## src/rtl/rscpu_regs.svh

```systemverilog
// Constants for the reset source and CPU reset state block.
// Assumes a single 200 MHz clock; included by bare name.
`ifndef RSCPU_REGS_SVH
`define RSCPU_REGS_SVH

// Reset-cause status bit positions and power-on cause value
`define RSCPU_BIT_POR      7
`define RSCPU_BIT_PIN      6
`define RSCPU_BIT_WDOG     5
`define RSCPU_BIT_ILLEGAL_OPCODE_FLAG     4
`define RSCPU_BIT_ILAD     3
`define RSCPU_CAUSE_POR    8'h80

// CPU register reset values and reset vector addresses
`define RSCPU_SP_RST       16'h00FF
`define RSCPU_HX_HI_RST    8'h00
`define RSCPU_CCR_RST      8'h68
`define RSCPU_VEC_HI_ADDR  16'hFFFE
`define RSCPU_VEC_LO_ADDR  16'hFFFF

// Timing
`define RSCPU_CLK_PERIOD_NS 5
`define RSCPU_RST_HOLD_NS   100
`define RSCPU_RST_HOLD_CYC  ((`RSCPU_RST_HOLD_NS + `RSCPU_CLK_PERIOD_NS - 1) / `RSCPU_CLK_PERIOD_NS)
`define RSCPU_XTAL_STAB_CYC 4096
`define RSCPU_FLASH_MIN_HZ  1000000

`endif

```

## src/rtl/rscpu_pkg.sv

```systemverilog
// Types for the reset source and CPU reset state block.
// Assumes nothing of its surroundings.
package rscpu_pkg;

    typedef enum logic [8:0] {
        ST_VEC_HI   = 9'h001,
        ST_VEC_LO   = 9'h002,
        ST_VEC_DONE = 9'h004,
        ST_RUN      = 9'h008,
        ST_PUSH_LO  = 9'h010,
        ST_PUSH_HI  = 9'h020,
        ST_POP_HI   = 9'h040,
        ST_POP_LO   = 9'h080,
        ST_POP_DONE = 9'h100
    } rscpu_state_e;

endpackage : rscpu_pkg

```

## src/rtl/rscpu_reset.sv

```systemverilog
// Reset sources, cause flags, clock source lock and CPU reset state.
// Assumes CPU events arrive on ref_clk_in; memory answers a read next cycle.
`include "rscpu_regs.svh"

module rscpu_reset
    import rscpu_pkg::*;
#(
    parameter int XTAL_STAB_CYC = `RSCPU_XTAL_STAB_CYC,
    parameter int BUS_HZ_IRC    = 1000000,
    parameter int BUS_HZ_XTAL   = 8192
) (
    // Clock and reset
    input  wire logic        ref_clk_in,
    input  wire logic        arst_n_in,
    // Reset sources
    input  wire logic        illegal_opcode_in,
    input  wire logic        illegal_addr_in,
    input  wire logic        watchdog_timeout_in,
    input  wire logic        ext_reset_n_in,
    input  wire logic        stop_instr_in,
    input  wire logic        stop_enable_in,
    // Clock source
    input  wire logic        clk_sel_wr_in,
    input  wire logic        clk_sel_xtal_in,
    input  wire logic        xtal_clk_in,
    input  wire logic        flash_prog_req_in,
    // Instruction events
    input  wire logic        call_subroutine_instr_in,
    input  wire logic        return_instr_in,
    input  wire logic [15:0] ret_addr_in,
    input  wire logic [15:0] target_in,
    // Memory port
    input  wire logic [7:0]  mem_rdata_in,
    output logic      [15:0] mem_addr_out,
    output logic      [7:0]  mem_wdata_out,
    output logic             mem_re_out,
    output logic             mem_we_out,
    // Status and reset outputs
    output logic      [7:0]  reset_cause_status_out,
    output logic             sys_reset_out,
    output logic             periph_reset_out,
    output logic             stop_mode_out,
    output logic             bus_clk_sel_out,
    output logic             clk_sel_locked_out,
    output logic             flash_prog_en_out,
    // CPU state
    output logic      [15:0] pc_out,
    output logic      [15:0] sp_out,
    output logic      [7:0]  index_hi_out,
    output logic      [7:0]  ccr_out,
    output logic             cpu_run_out,
    output logic             busy_out
);

    // Settle counter is 13 bits wide; bus rates must be positive
    if (XTAL_STAB_CYC < 1 || XTAL_STAB_CYC > 8191 || BUS_HZ_IRC < 1 || BUS_HZ_XTAL < 1) begin : g_param_check
        $error("rscpu_reset: unsupported parameter value");
    end

    localparam logic [12:0] STAB_MAX = 13'(XTAL_STAB_CYC);
    localparam logic [7:0]  HOLD_CYC = 8'(`RSCPU_RST_HOLD_CYC);

    ////////////////////////////////////////////////////////////////////////////
    // Pin synchronisers
    logic [1:0] pin_sync_r;
    logic [2:0] xtal_sync_r;
    logic [1:0] pin_sync_nxt;
    logic [2:0] xtal_sync_nxt;
    logic       pin_low;
    logic       xtal_edge;

    always_comb begin
        pin_sync_nxt  = {pin_sync_r[0], ext_reset_n_in};
        xtal_sync_nxt = {xtal_sync_r[1:0], xtal_clk_in};
    end

    always_ff @(posedge ref_clk_in or negedge arst_n_in) begin
        if (!arst_n_in) begin
            pin_sync_r  <= 2'h3;
            xtal_sync_r <= 3'h0;
        end else begin
            pin_sync_r  <= pin_sync_nxt;
            xtal_sync_r <= xtal_sync_nxt;
        end
    end

    assign pin_low   = ~pin_sync_r[1];
    assign xtal_edge = xtal_sync_r[1] & ~xtal_sync_r[2];

    ////////////////////////////////////////////////////////////////////////////
    // Reset generation and cause capture
    logic [7:0]   rst_cnt_r;
    logic [7:0]   cause_r;
    logic [7:0]   rst_cnt_nxt;
    logic [7:0]   cause_nxt;
    logic [7:0]   src_vec;
    logic         illegal_opcode_flag_evt;
    logic         rst_hold;
    logic         trig;
    rscpu_state_e state_r;

    always_comb begin
        illegal_opcode_flag_evt = illegal_opcode_in | (stop_instr_in & ~stop_enable_in & cpu_run_out);
        src_vec  = 8'h00;
        src_vec[`RSCPU_BIT_PIN]  = pin_low;
        src_vec[`RSCPU_BIT_WDOG] = watchdog_timeout_in;
        src_vec[`RSCPU_BIT_ILLEGAL_OPCODE_FLAG] = illegal_opcode_flag_evt;
        src_vec[`RSCPU_BIT_ILAD] = illegal_addr_in;
        trig        = |src_vec;
        rst_cnt_nxt = trig ? HOLD_CYC : (rst_cnt_r != 8'h00 ? rst_cnt_r - 8'h01 : 8'h00);
        cause_nxt   = trig ? src_vec : cause_r;
    end

    always_ff @(posedge ref_clk_in or negedge arst_n_in) begin
        if (!arst_n_in) begin
            rst_cnt_r <= HOLD_CYC;
            cause_r   <= `RSCPU_CAUSE_POR;
        end else begin
            rst_cnt_r <= rst_cnt_nxt;
            cause_r   <= cause_nxt;
        end
    end

    assign rst_hold               = rst_cnt_r != 8'h00;
    assign sys_reset_out          = rst_hold;
    assign periph_reset_out       = rst_hold;
    assign reset_cause_status_out = cause_r;
    assign stop_mode_out          = stop_instr_in & stop_enable_in & cpu_run_out;

    ////////////////////////////////////////////////////////////////////////////
    // Clock source select, crystal settling
    logic        lock_r;
    logic        xtal_req_r;
    logic        xtal_sel_r;
    logic [12:0] stab_cnt_r;
    logic        lock_nxt;
    logic        xtal_req_nxt;
    logic        xtal_sel_nxt;
    logic [12:0] stab_cnt_nxt;

    always_comb begin
        lock_nxt     = lock_r;
        xtal_req_nxt = xtal_req_r;
        stab_cnt_nxt = stab_cnt_r;
        if (rst_hold) begin
            lock_nxt     = 1'b0;
            xtal_req_nxt = 1'b0;
            stab_cnt_nxt = 13'h0000;
        end else begin
            if (clk_sel_wr_in && !lock_r) begin
                lock_nxt     = 1'b1;
                xtal_req_nxt = clk_sel_xtal_in;
            end
            if (xtal_req_r && xtal_edge && stab_cnt_r != STAB_MAX) begin
                stab_cnt_nxt = stab_cnt_r + 13'h0001;
            end
        end
        xtal_sel_nxt = !rst_hold && xtal_req_r && stab_cnt_r == STAB_MAX;
    end

    always_ff @(posedge ref_clk_in or negedge arst_n_in) begin
        if (!arst_n_in) begin
            lock_r     <= 1'b0;
            xtal_req_r <= 1'b0;
            xtal_sel_r <= 1'b0;
            stab_cnt_r <= 13'h0000;
        end else begin
            lock_r     <= lock_nxt;
            xtal_req_r <= xtal_req_nxt;
            xtal_sel_r <= xtal_sel_nxt;
            stab_cnt_r <= stab_cnt_nxt;
        end
    end

    assign bus_clk_sel_out    = xtal_sel_r;
    assign clk_sel_locked_out = lock_r;
    assign flash_prog_en_out  = flash_prog_req_in && !rst_hold &&
                                (xtal_sel_r ? BUS_HZ_XTAL : BUS_HZ_IRC) >= `RSCPU_FLASH_MIN_HZ;

    ////////////////////////////////////////////////////////////////////////////
    // Vector fetch, call and return sequencing
    rscpu_state_e state_nxt;
    logic [15:0]  pc_r;
    logic [15:0]  sp_r;
    logic [15:0]  ret_r;
    logic [15:0]  target_r;
    logic [15:0]  pc_nxt;
    logic [15:0]  sp_nxt;
    logic [15:0]  ret_nxt;
    logic [15:0]  target_nxt;

    always_comb begin
        state_nxt     = state_r;
        pc_nxt        = pc_r;
        sp_nxt        = sp_r;
        ret_nxt       = ret_r;
        target_nxt    = target_r;
        mem_addr_out  = 16'h0000;
        mem_wdata_out = 8'h00;
        mem_re_out    = 1'b0;
        mem_we_out    = 1'b0;
        unique case (state_r)
            ST_VEC_HI: begin
                mem_addr_out = `RSCPU_VEC_HI_ADDR;
                mem_re_out   = 1'b1;
                state_nxt    = ST_VEC_LO;
            end
            ST_VEC_LO: begin
                mem_addr_out = `RSCPU_VEC_LO_ADDR;
                mem_re_out   = 1'b1;
                pc_nxt       = {mem_rdata_in, 8'h00};
                state_nxt    = ST_VEC_DONE;
            end
            ST_VEC_DONE: begin
                pc_nxt    = {pc_r[15:8], mem_rdata_in};
                state_nxt = ST_RUN;
            end
            ST_RUN: begin
                if (call_subroutine_instr_in) begin
                    ret_nxt    = ret_addr_in;
                    target_nxt = target_in;
                    state_nxt  = ST_PUSH_LO;
                end else if (return_instr_in) begin
                    state_nxt = ST_POP_HI;
                end
            end
            ST_PUSH_LO: begin
                mem_addr_out  = sp_r;
                mem_wdata_out = ret_r[7:0];
                mem_we_out    = 1'b1;
                sp_nxt        = sp_r - 16'h0001;
                state_nxt     = ST_PUSH_HI;
            end
            ST_PUSH_HI: begin
                mem_addr_out  = sp_r;
                mem_wdata_out = ret_r[15:8];
                mem_we_out    = 1'b1;
                sp_nxt        = sp_r - 16'h0001;
                pc_nxt        = target_r;
                state_nxt     = ST_RUN;
            end
            ST_POP_HI: begin
                mem_addr_out = sp_r + 16'h0001;
                mem_re_out   = 1'b1;
                sp_nxt       = sp_r + 16'h0001;
                state_nxt    = ST_POP_LO;
            end
            ST_POP_LO: begin
                mem_addr_out = sp_r + 16'h0001;
                mem_re_out   = 1'b1;
                sp_nxt       = sp_r + 16'h0001;
                pc_nxt       = {mem_rdata_in, pc_r[7:0]};
                state_nxt    = ST_POP_DONE;
            end
            ST_POP_DONE: begin
                pc_nxt    = {pc_r[15:8], mem_rdata_in};
                state_nxt = ST_RUN;
            end
            default: begin
                state_nxt = ST_VEC_HI;
            end
        endcase
        if (rst_hold) begin
            state_nxt  = ST_VEC_HI;
            pc_nxt     = 16'h0000;
            sp_nxt     = `RSCPU_SP_RST;
            mem_re_out = 1'b0;
            mem_we_out = 1'b0;
        end
    end

    always_ff @(posedge ref_clk_in or negedge arst_n_in) begin
        if (!arst_n_in) begin
            state_r  <= ST_VEC_HI;
            pc_r     <= 16'h0000;
            sp_r     <= `RSCPU_SP_RST;
            ret_r    <= 16'h0000;
            target_r <= 16'h0000;
        end else begin
            state_r  <= state_nxt;
            pc_r     <= pc_nxt;
            sp_r     <= sp_nxt;
            ret_r    <= ret_nxt;
            target_r <= target_nxt;
        end
    end

    assign pc_out       = pc_r;
    assign sp_out       = sp_r;
    assign index_hi_out = `RSCPU_HX_HI_RST;
    assign ccr_out      = `RSCPU_CCR_RST;
    assign cpu_run_out  = (state_r == ST_RUN) && !rst_hold;
    assign busy_out     = !cpu_run_out;
endmodule : rscpu_reset

```

## config.mk

```make
export PLATFORM = sky130hd
export DESIGN_NAME = rscpu_reset
export DESIGN_NICKNAME = d
export VERILOG_FILES = /design/src/rtl/rscpu_pkg.sv /design/src/rtl/rscpu_reset.sv
export VERILOG_INCLUDE_DIRS = /design/src /design/src/rtl
export SDC_FILE = /design/constraint.sdc
export NUM_CORES = 1
export LEC_CHECK = 0
export ABC_AREA = 1
export BUFFER_PORTS_ARGS = -buffer_cell sky130_fd_sc_hd__buf_2
export CORE_MARGIN = 2
export CORE_UTILIZATION = 25
export DETAILED_ROUTE_END_ITERATION = 6
export PLACE_DENSITY_LB_ADDON = 0.15
export SLEW_MARGIN = 30
export SYNTH_ARGS = -nofsm -noshare
export SYNTH_HDL_FRONTEND = slang
export SYNTH_SLANG_ARGS = --single-unit
export TNS_END_PERCENT = 100
```

## constraint.sdc

```tcl
create_clock -name ref_clk_in -period 5 [get_ports ref_clk_in]
set_input_delay 0.25 -clock ref_clk_in [delete_from_list [all_inputs] [get_ports ref_clk_in]]
set_output_delay 0.25 -clock ref_clk_in [all_outputs]
set_load 0.01 [all_outputs]
```

### Word-level counts from Yosys, hierarchy flattened

Index checks and enable logic that the tools add are counted.

* $add $sub $neg: 4
* equality and inequality tests: 14
* reductions and logical operators: 26
* muxes and demuxes: 23
* magnitude comparators: 1
* bitwise operators: 9

Operators by type and width (count)
* case mux 16 bit (4 select lines): 2
* case mux 9 bit (7 select lines): 1
* two-way mux 16 bit: 2
* case mux 16 bit (2 select lines): 1
* two-way mux 9 bit: 3
* two-way mux 13 bit: 2
* greater-or-equal comparator 20 bit (second input constant): 1
* two-way mux 20 bit: 1
* adder 16 x 1 -> 16 bit (second input constant): 1
* two-way mux 8 bit: 2
* case mux 8 bit (2 select lines): 1
* subtractor 16 x 1 -> 16 bit (second input constant): 1
* adder 13 x 1 -> 13 bit (second input constant): 1
* == test 13 bit (second input constant): 1
* != test 13 bit (second input constant): 1
* == test 9 x 1 -> 1 bit (second input constant): 1
* == test 9 x 2 -> 1 bit (second input constant): 1
* == test 9 x 3 -> 1 bit (second input constant): 1
* == test 9 x 4 -> 1 bit (second input constant): 1
* == test 9 x 5 -> 1 bit (second input constant): 1
* == test 9 x 6 -> 1 bit (second input constant): 1
* == test 9 x 7 -> 1 bit (second input constant): 1
* == test 9 x 8 -> 1 bit (second input constant): 1
* == test 9 bit (second input constant): 1
* 18 further kinds: 47

* bits of input ports: 54
* bits in registers: 107
* logic and storage cells: 91
* output and inout bits: 90

### Logic depth before layout (Yosys ltp)

Gate-level depths: netlist (run 1).

* depth in word-level cells: 7
* mapped depth: 12
* depth with buffers taken out: 12

### Least setup slack after synthesis (run 1)

OpenSTA, ideal clock, no wires.

* path type: reg-to-output
* start point: register rst_cnt_r[0]
* end point: output port mem_re_out
* data required time: 4.750 ns
* data arrival time: 1.593 ns
* stages on the path, launching flop included: 9
* path slack: 3.157 ns
* buffers on the path: 2
* cells stage by stage: dfrtp_1 inv_1 ha_1 nand2_1 nor2_2 nand3_2 buf_2 buf_2 a21oi_1

* longest elaborated chain between the ends: 2

Ends and longest elaborated chain
* start, declared: line rscpu_reset.sv:92 `logic [7:0] rst_cnt_r;`
* start signal, assigned: line rscpu_reset.sv:119 `rst_cnt_r <= rst_cnt_nxt;`
* nonzero test 8 bit: line rscpu_reset.sv:124 `assign rst_hold = rst_cnt_r != 8'h00;`
* named net periph_reset_out: line rscpu_reset.sv:41 `output logic periph_reset_out,`
* two-way mux 1 bit: line rscpu_reset.sv:263 `if (rst_hold) begin`
* end, declared: line rscpu_reset.sv:36 `output logic mem_re_out,`

The timed path passes the listed nets, and every way through them passes these cells.

### Worst setup path in the final report (run 1)

* start point: register state_r[0]
* end point: output port mem_wdata_out[2]

* longest elaborated chain between the ends: 2
* elaborated cells on any way between the ends: 3
* classes of those cells: eq/ne (2); mux (1)

Ends and longest elaborated chain
* start, declared: line rscpu_reset.sv:100 `rscpu_state_e state_r;`
* start signal, assigned: line rscpu_reset.sv:280 `state_r <= state_nxt;`
* == test 9 x 6 -> 1 bit or == test 9 x 5 -> 1 bit (tied branches): line rscpu_reset.sv:202 `unique case (state_r)`
* case mux 8 bit (2 select lines) *: line rscpu_reset.sv:202
* end, declared: line rscpu_reset.sv:35 `output logic [7:0] mem_wdata_out,`

Mark *: on every way between the ends. The rest lies on a longest branch, timed or not.

==> flow_summary.yaml, run 1 <==
sta:
  drv_slew: 0
  hold_violations: 0
  timing.final.crit_share_pct: 61.0
  fmax_mhz: 328
  max_slew_margin_pct: 38.8
  fin_skew_ns: 0.00604
  tightest_slew_ns: 0.918
  grt_setup_unrepaired: "no"
  setup_viol: 0
  fin_crit_ns: 3.05
  final.setup.tns_ns: 0
  final.setup.worst_slack_ns: 1.95
status:
  status: "completed"
global_route:
  antenna_found_initial: 1
  grt_max_degree: 69
  track_usage_pct: 13.8
  gr-total-overflow: 0
  grt_pass1_vias: 5442
  grt_pass1_wl_um: 29000
finish:
  fillers: 2696
  fin_nets: 960
  layout-drive-gt1-share_pct: 23.7
  syn2layout_area_growth_pct: 18.5
clock_network:
  cts_sinks: 107
  cts.repair.resized: 0
  clk_latency_ns: 0.35
  cts-root-buf: "clkbuf_16"
  cts-buffers-inserted: 9
  cts_tree: "done"
  clk_pin_slew_worst_paths_ns: 0.07
  cts_buffer_depth: 2
  htree_levels: 3
synth:
  synth_top_area_cell: "dfrtp_1"
  ys_types: 48
  synth-seq-cells: 107
  synth_top_area_share_pct: 37.2
  synth_most_common_cell: "nand2_1"
  ys.flop_type: "dfrtp_1"
  synthTopCellsByArea: "dfrtp_1 37%, nand2_1 10%, nor2_1 6.3%"
  synth_edf_count: 0
  syn_area_per_cell_um2: 7.96
  synthArstFlopShare_pct: 100
  synth_area_mm2: 0.00626
  yosys_warnings: 0
  yosys-top-cells-count: "175 x nand2_1, 105 x nor2_1, 93 x dfrtp_1"
  syn_inst: 787
  yosysSeqAreaShare_pct: 43.0
power_and_ir_drop:
  leakagePower_nw: 3.64
  powerDensity_mw_per_mm2: 225
  power_frac_seq_pct: 52.9
  power_switching_share_pct: 23.7
  clkPwrFrac_pct: 42.8
  pwr-share-comb_pct: 4.4
  p_int_mw: 1.27
  peakVddDrop_v: 0.000145
  switchingPower_mw: 0.395
route:
  antenna_left: 0
  via_count: 5531
  detail_route.iter0.violations: 379
  routed_wire_length_per_instance_um: 14.8
  viasPerCell: 4.49
  drc: 0
  firstDrtPassIters: 7
  drt-total-wl_um: 18200
placed_design:
  dp_hpwl_um: 13300
  place_ws_ns: 2.31
  gp_routability_congestion: 0.791
  io_buffers: 124
setup_path:
  crit_end: "mem_wdata_out[2]"
  path_cells: "nor2_1 -> nand2_1 -> nor3_2 -> buf_4 -> nand2_1 -> clkinv_1 -> a32o_1 -> buf_2"
  critical-path-max-stage-delay_ns: 0.60
  reg2reg_to: "pc_out[2]"
  critPathKind: "reg -> out"
  required_ns: 4.75
  endpoint_kind: "output pin"
  path_depth: 8
  cp-start-kind: "flop"
  critPathLaunch: "state_r[0]"
  cpLargestDelayFamily: "buffers and inverters"
  cp_slowest_cell: "clkinv_1"
  ff2ff_path_depth: 10
  worstReg2RegStart: "state_r[0]"
  cp_max_fo: 17
  cp_common_cell: "nand2_1"
  path_buf_inv: 3
  r2r_slack_ns: 2.52
  worstPathArrival_ns: 2.80
floorplan:
  fp.dieH_um: 162
  die_w_um: 162
  initial_core_util_pct: 25.6
  num_io_pins: 144
  core_mm2: 0.0245
  row_count: 57
  die_area_mm2: 0.0263
hold_path:
  hp-class: "in -> reg"
run:
  drv_cap: 0
[registers in the layout, indices dropped and copies added (netlist names)]
| register | flops |
|---|---|
| sp_out | 16 |
| rst_cnt_r | 8 |
| pc_out | 16 |
| pin_sync_r | 2 |
| bus_clk_sel_out | 1 |
| stab_cnt_r | 13 |
| xtal_sync_r | 3 |
| clk_sel_locked_out | 1 |
| reset_cause_status_out | 5 |
| ret_r | 16 |
| xtal_req_r | 1 |
| state_r | 9 |
| target_r | 16 |
[logic make-up (layout without fill, tap and decap cells)]
family / after synthesis / count (layout) / synth area share, %
AO/OA/AOI/OAI: 107 / 107 / 11.6
XOR/XNOR: 11 / 11 / 1.54
adder cells (fa/ha/maj): 5 / 5 / 0.999
buffers and inverters: 139 / 241 / 10.5
flip-flops: 107 / 107 / 43.0
multiplexers: 25 / 25 / 4.50
other: 2 / 20 / 0.120
AND/OR/NAND/NOR: 391 / 391 / 27.7
[power by group through the flow]
stage | sequential (mW) | combinational, mW | clock (mW)
6_report | 0.883 | 0.0730 | 0.714
5_1_grt | 0.884 | 0.0846 | 0.777
3_3_place_gp | 0.900 | 0.0733 | 0
2_1_floorplan | 0.899 | 0.0346 | 0
3_5_place_dp | 0.900 | 0.0730 | 0
4_1_cts | 0.883 | 0.0746 | 0.743
[worst min-delay path by stage]
stage / startpoint / end / slack [ns] / cells past startpoint
after floorplan: arst_n_in / bus_clk_sel_out / -0.05 / 0
after global placement: xtal_sync_r[0] / xtal_sync_r[1] / 0.34 / 0
after detailed placement: xtal_sync_r[0] / xtal_sync_r[1] / 0.35 / 0
after CTS: arst_n_in / pc_out[3] / 0.08 / 1
after global routing: ret_addr_in[12] / ret_r[12] / 0.10 / 2
final: illegal_addr_in / reset_cause_status_out[3] / 0.1 / 3
[repair_timing]
action | CTS | global route
endpoints found under the hold margin | 2 | 59
hold buffers | 2 | 1
setup buffers | 0 | 0
[routing by layer]
metal  track usage, %  part of all wire, %
met5                0                    0
met4             3.42                 0.94
met3             2.37                  5.5
met2             21.5                   44
met1             19.9                   49
[layout by cell type, fill, tap and decap left out, types with 7 or more instances in the layout]
master	instances
a21oi_1	23
a32o_1	8
buf_2	123
clkbuf_16	9
conb_1	19
dfrtp_1	93
dfstp_2	14
inv_1	88
mux2_1	9
mux2_2	16
nand2_1	175
nand3_1	56
nand3_2	9
nand4_1	19
nor2_1	105
o211ai_2	8
o21ai_0	40
o22ai_1	7
xor2_1	9
[final cells by class]
class | count | area, µm² | share of cell area [%]
multi-input combinational | 558 | 2990 | 40.3
sequential | 107 | 2700 | 36.3
timing repair buffer | 130 | 679 | 9.16
tap | 324 | 405 | 5.47
inverter | 95 | 357 | 4.81
clock buffer | 12 | 256 | 3.46
clock inverter | 4 | 33.8 | 0.455
antenna | 1 | 2.50 | 0.0337
[per-stage QoR]
| step | cell area, µm² | power (mW) | utilization, % | cells | hold slack [ns] |
|---|---|---|---|---|---|
| floorplan | 6320 | 0.933 | - | 804 | -0.0456 |
| global placement | 7080 | 0.973 | 29.0 | 1211 | 0.341 |
| detailed placement | 7080 | 0.973 | 29.0 | 1211 | 0.345 |
| CTS | 7390 | 1.70 | 30.2 | 1229 | 0.0795 |
| global route | 7410 | 1.75 | 30.3 | 1230 | 0.104 |
| finish | 7420 | 1.67 | 30.3 | 1231 | 0.0987 |
[worst reg2reg max path: cells and delay by family, from the launching register on]
| family | cells | cell delay, ns |
|---|---|---|
| flops | 1 | 0.55 |
| compound gates | 1 | 0.08 |
| simple gates | 6 | 0.90 |
| buf+inv | 3 | 0.84 |
Power figures use the tool's default switching activity.
==> run 2, diff against run 1 <==
==> constraint.sdc (replaced) <==
create_clock -name ref_clk_in -period 2.5 [get_ports ref_clk_in]
set_input_delay 0.125 -clock ref_clk_in [delete_from_list [all_inputs] [get_ports ref_clk_in]]
set_output_delay 0.125 -clock ref_clk_in [all_outputs]
set_load 0.01 [all_outputs]
==> run 2 against run 1 <==
Combinational power increased to 2.5 times the previous value. Non-clock buffer count grew 41. Critical path depth increased by 2. Cell area is 6.2% higher. Die area unchanged. Critical endpoint is now mem_addr_out[10].
==> flow_summary.yaml, run 2 (synthesis results as in run 1) <==
finish:
  fin_nets: 1001
  fin_cells: 1271
  syn2layout_area_growth_pct: 25.8
  antenna_cells: 0
  design_area_mm2: 0.00788
  final_common_cell: "nand2_1"
  layout-drive-gt1-share_pct: 24.9
  mostFrequentLayoutCells: "175 x nand2_1, 123 x buf_2, 101 x nor2_1"
clock_network:
  htree_levels: 3
  cts_sinks: 107
  cts_buffer_depth: 2
  clk_pin_slew_worst_paths_ns: 0.08
  clk_latency_ns: 0.36
  cts-buffers-inserted: 9
  cts-root-buf: "clkbuf_16"
  cts_tree: "done"
placed_design:
  dp_hpwl_um: 13500
  io_buffers: 124
  dp_cells: 1221
  place_ws_ns: 0.338
  place_area_mm2: 0.00720
  gp_routability_congestion: 0.793
floorplan:
  die_w_um: 162
  row_count: 57
  die_area_mm2: 0.0263
  core_mm2: 0.0245
  num_io_pins: 144
  fp.dieH_um: 162
  initial_core_util_pct: 25.6
sta:
  final.setup.worst_slack_ns: 0.156
  fin_skew_ns: 0.00797
  grt_setup_unrepaired: "no"
  drv_slew: 0
  final.setup.tns_ns: 0
  fmax_mhz: 427
  fin_crit_ns: 2.34
  timing.final.crit_share_pct: 93.8
  hold_violations: 0
  max_slew_margin_pct: 44.7
  tightest_slew_ns: 0.829
  setup_viol: 0
setup_path:
  required_ns: 2.38
  cp-start-kind: "flop"
  critical-path-max-stage-delay_ns: 0.58
  worstPathArrival_ns: 2.22
  cp_max_fo: 6
  path_cells: "ha_1 -> nand2_1 -> inv_2 -> nand3_2 -> inv_2 -> nand4_1 -> buf_4 -> nand3_2 -> o211ai_2 -> buf_2"
  critPathKind: "reg -> out"
  cp_slowest_cell: "dfstp_2"
  endpoint_kind: "output pin"
global_route:
  gr-total-overflow: 0
  antenna_found_initial: 0
  track_usage_pct: 14.4
  grt_max_degree: 53
  grt_pass1_vias: 5715
  grt_pass1_wl_um: 30000
route:
  via_count: 5724
  detail_route.iter0.violations: 313
  viasPerCell: 4.50
  firstDrtPassIters: 4
  routed_wire_length_per_instance_um: 14.5
  antenna_left: 0
  drt-total-wl_um: 18500
  drc: 0
power_and_ir_drop:
  total_power_mw: 3.49
  peakVddDrop_v: 0.000307
  powerDensity_mw_per_mm2: 444
  leakagePower_nw: 3.86
run:
  drv_cap: 0
status:
  status: "completed"
hold_path:
  hp-class: "in -> reg"
==> run 2: final timing paths <==
| check | from | end | slack [ns] | depth (start not counted) |
|---|---|---|---|---|
| max in group asynchronous | arst_n_in | sp_out[1] | 1.49 | 3 |
| min in group asynchronous | arst_n_in | reset_cause_status_out[6] | 0.24 | 2 |
| worst min-delay path | target_in[6] | target_r[6] | 0.01 | 3 |
| worst max-delay path | sp_out[0] | mem_addr_out[10] | 0.16 | 10 |
| worst min register to register | xtal_sync_r[0] | xtal_sync_r[1] | 0.36 | 0 |
| worst max register to register | state_r[4] | sp_out[0] | 0.44 | 8 |
==> run 2: through the flow <==
stage | hold slack (ns) | util, %
floorplan | -0.171 | -
global placement | 0.0988 | 29.4
detailed placement | 0.104 | 29.4
CTS | 0.00167 | 32.0
global route | 0.0171 | 32.2
finish | 0.0127 | 32.2
==> run 2: cell type report <==
cell class	instances	area (µm²)
well taps	324	405
multi-input cells	558	3010
fillers	2636	16600
inverters	95	358
repair buffers	171	1090
clock inverters	7	90.1
clock buffers	9	225
flip-flops and latches	107	2700
==> run 2: critical path, delay by kind of cell (launching register included) <==
| kind | cells | cell delay [ns] |
|---|---|---|
| flops | 1 | 0.58 |
| compound gates | 1 | 0.07 |
| buf+inv | 4 | 0.56 |
| fa+ha+maj | 1 | 0.19 |
| simple gates | 4 | 0.46 |
==> run 2: per-layer routing <==
metal | global-route usage [%] | share of wire [%] | up-vias
li1 | - | - | 2846
met1 | 19.7 | 49 | 2747
met2 | 23.2 | 45 | 123
met5 | 0 | 0 | -
met3 | 3.22 | 5.2 | 8
met4 | 3.38 | 0.87 | 0
==> run 2: what timing repair did <==
action | CTS | global route
hold endpoints to repair | 57 | 0
endpoints found under the setup margin | 4 | 15
buffers inserted | 1 | 1
pin swaps | 0 | 0
hold buffers | 32 | 0
gates resized for setup | 2 | 8
==> run 2: report_power, final <==
part	internal (mW)	switching [mW]
registers	1.75	0.0110
logic	0.0869	0.0969
clock network	0.804	0.740
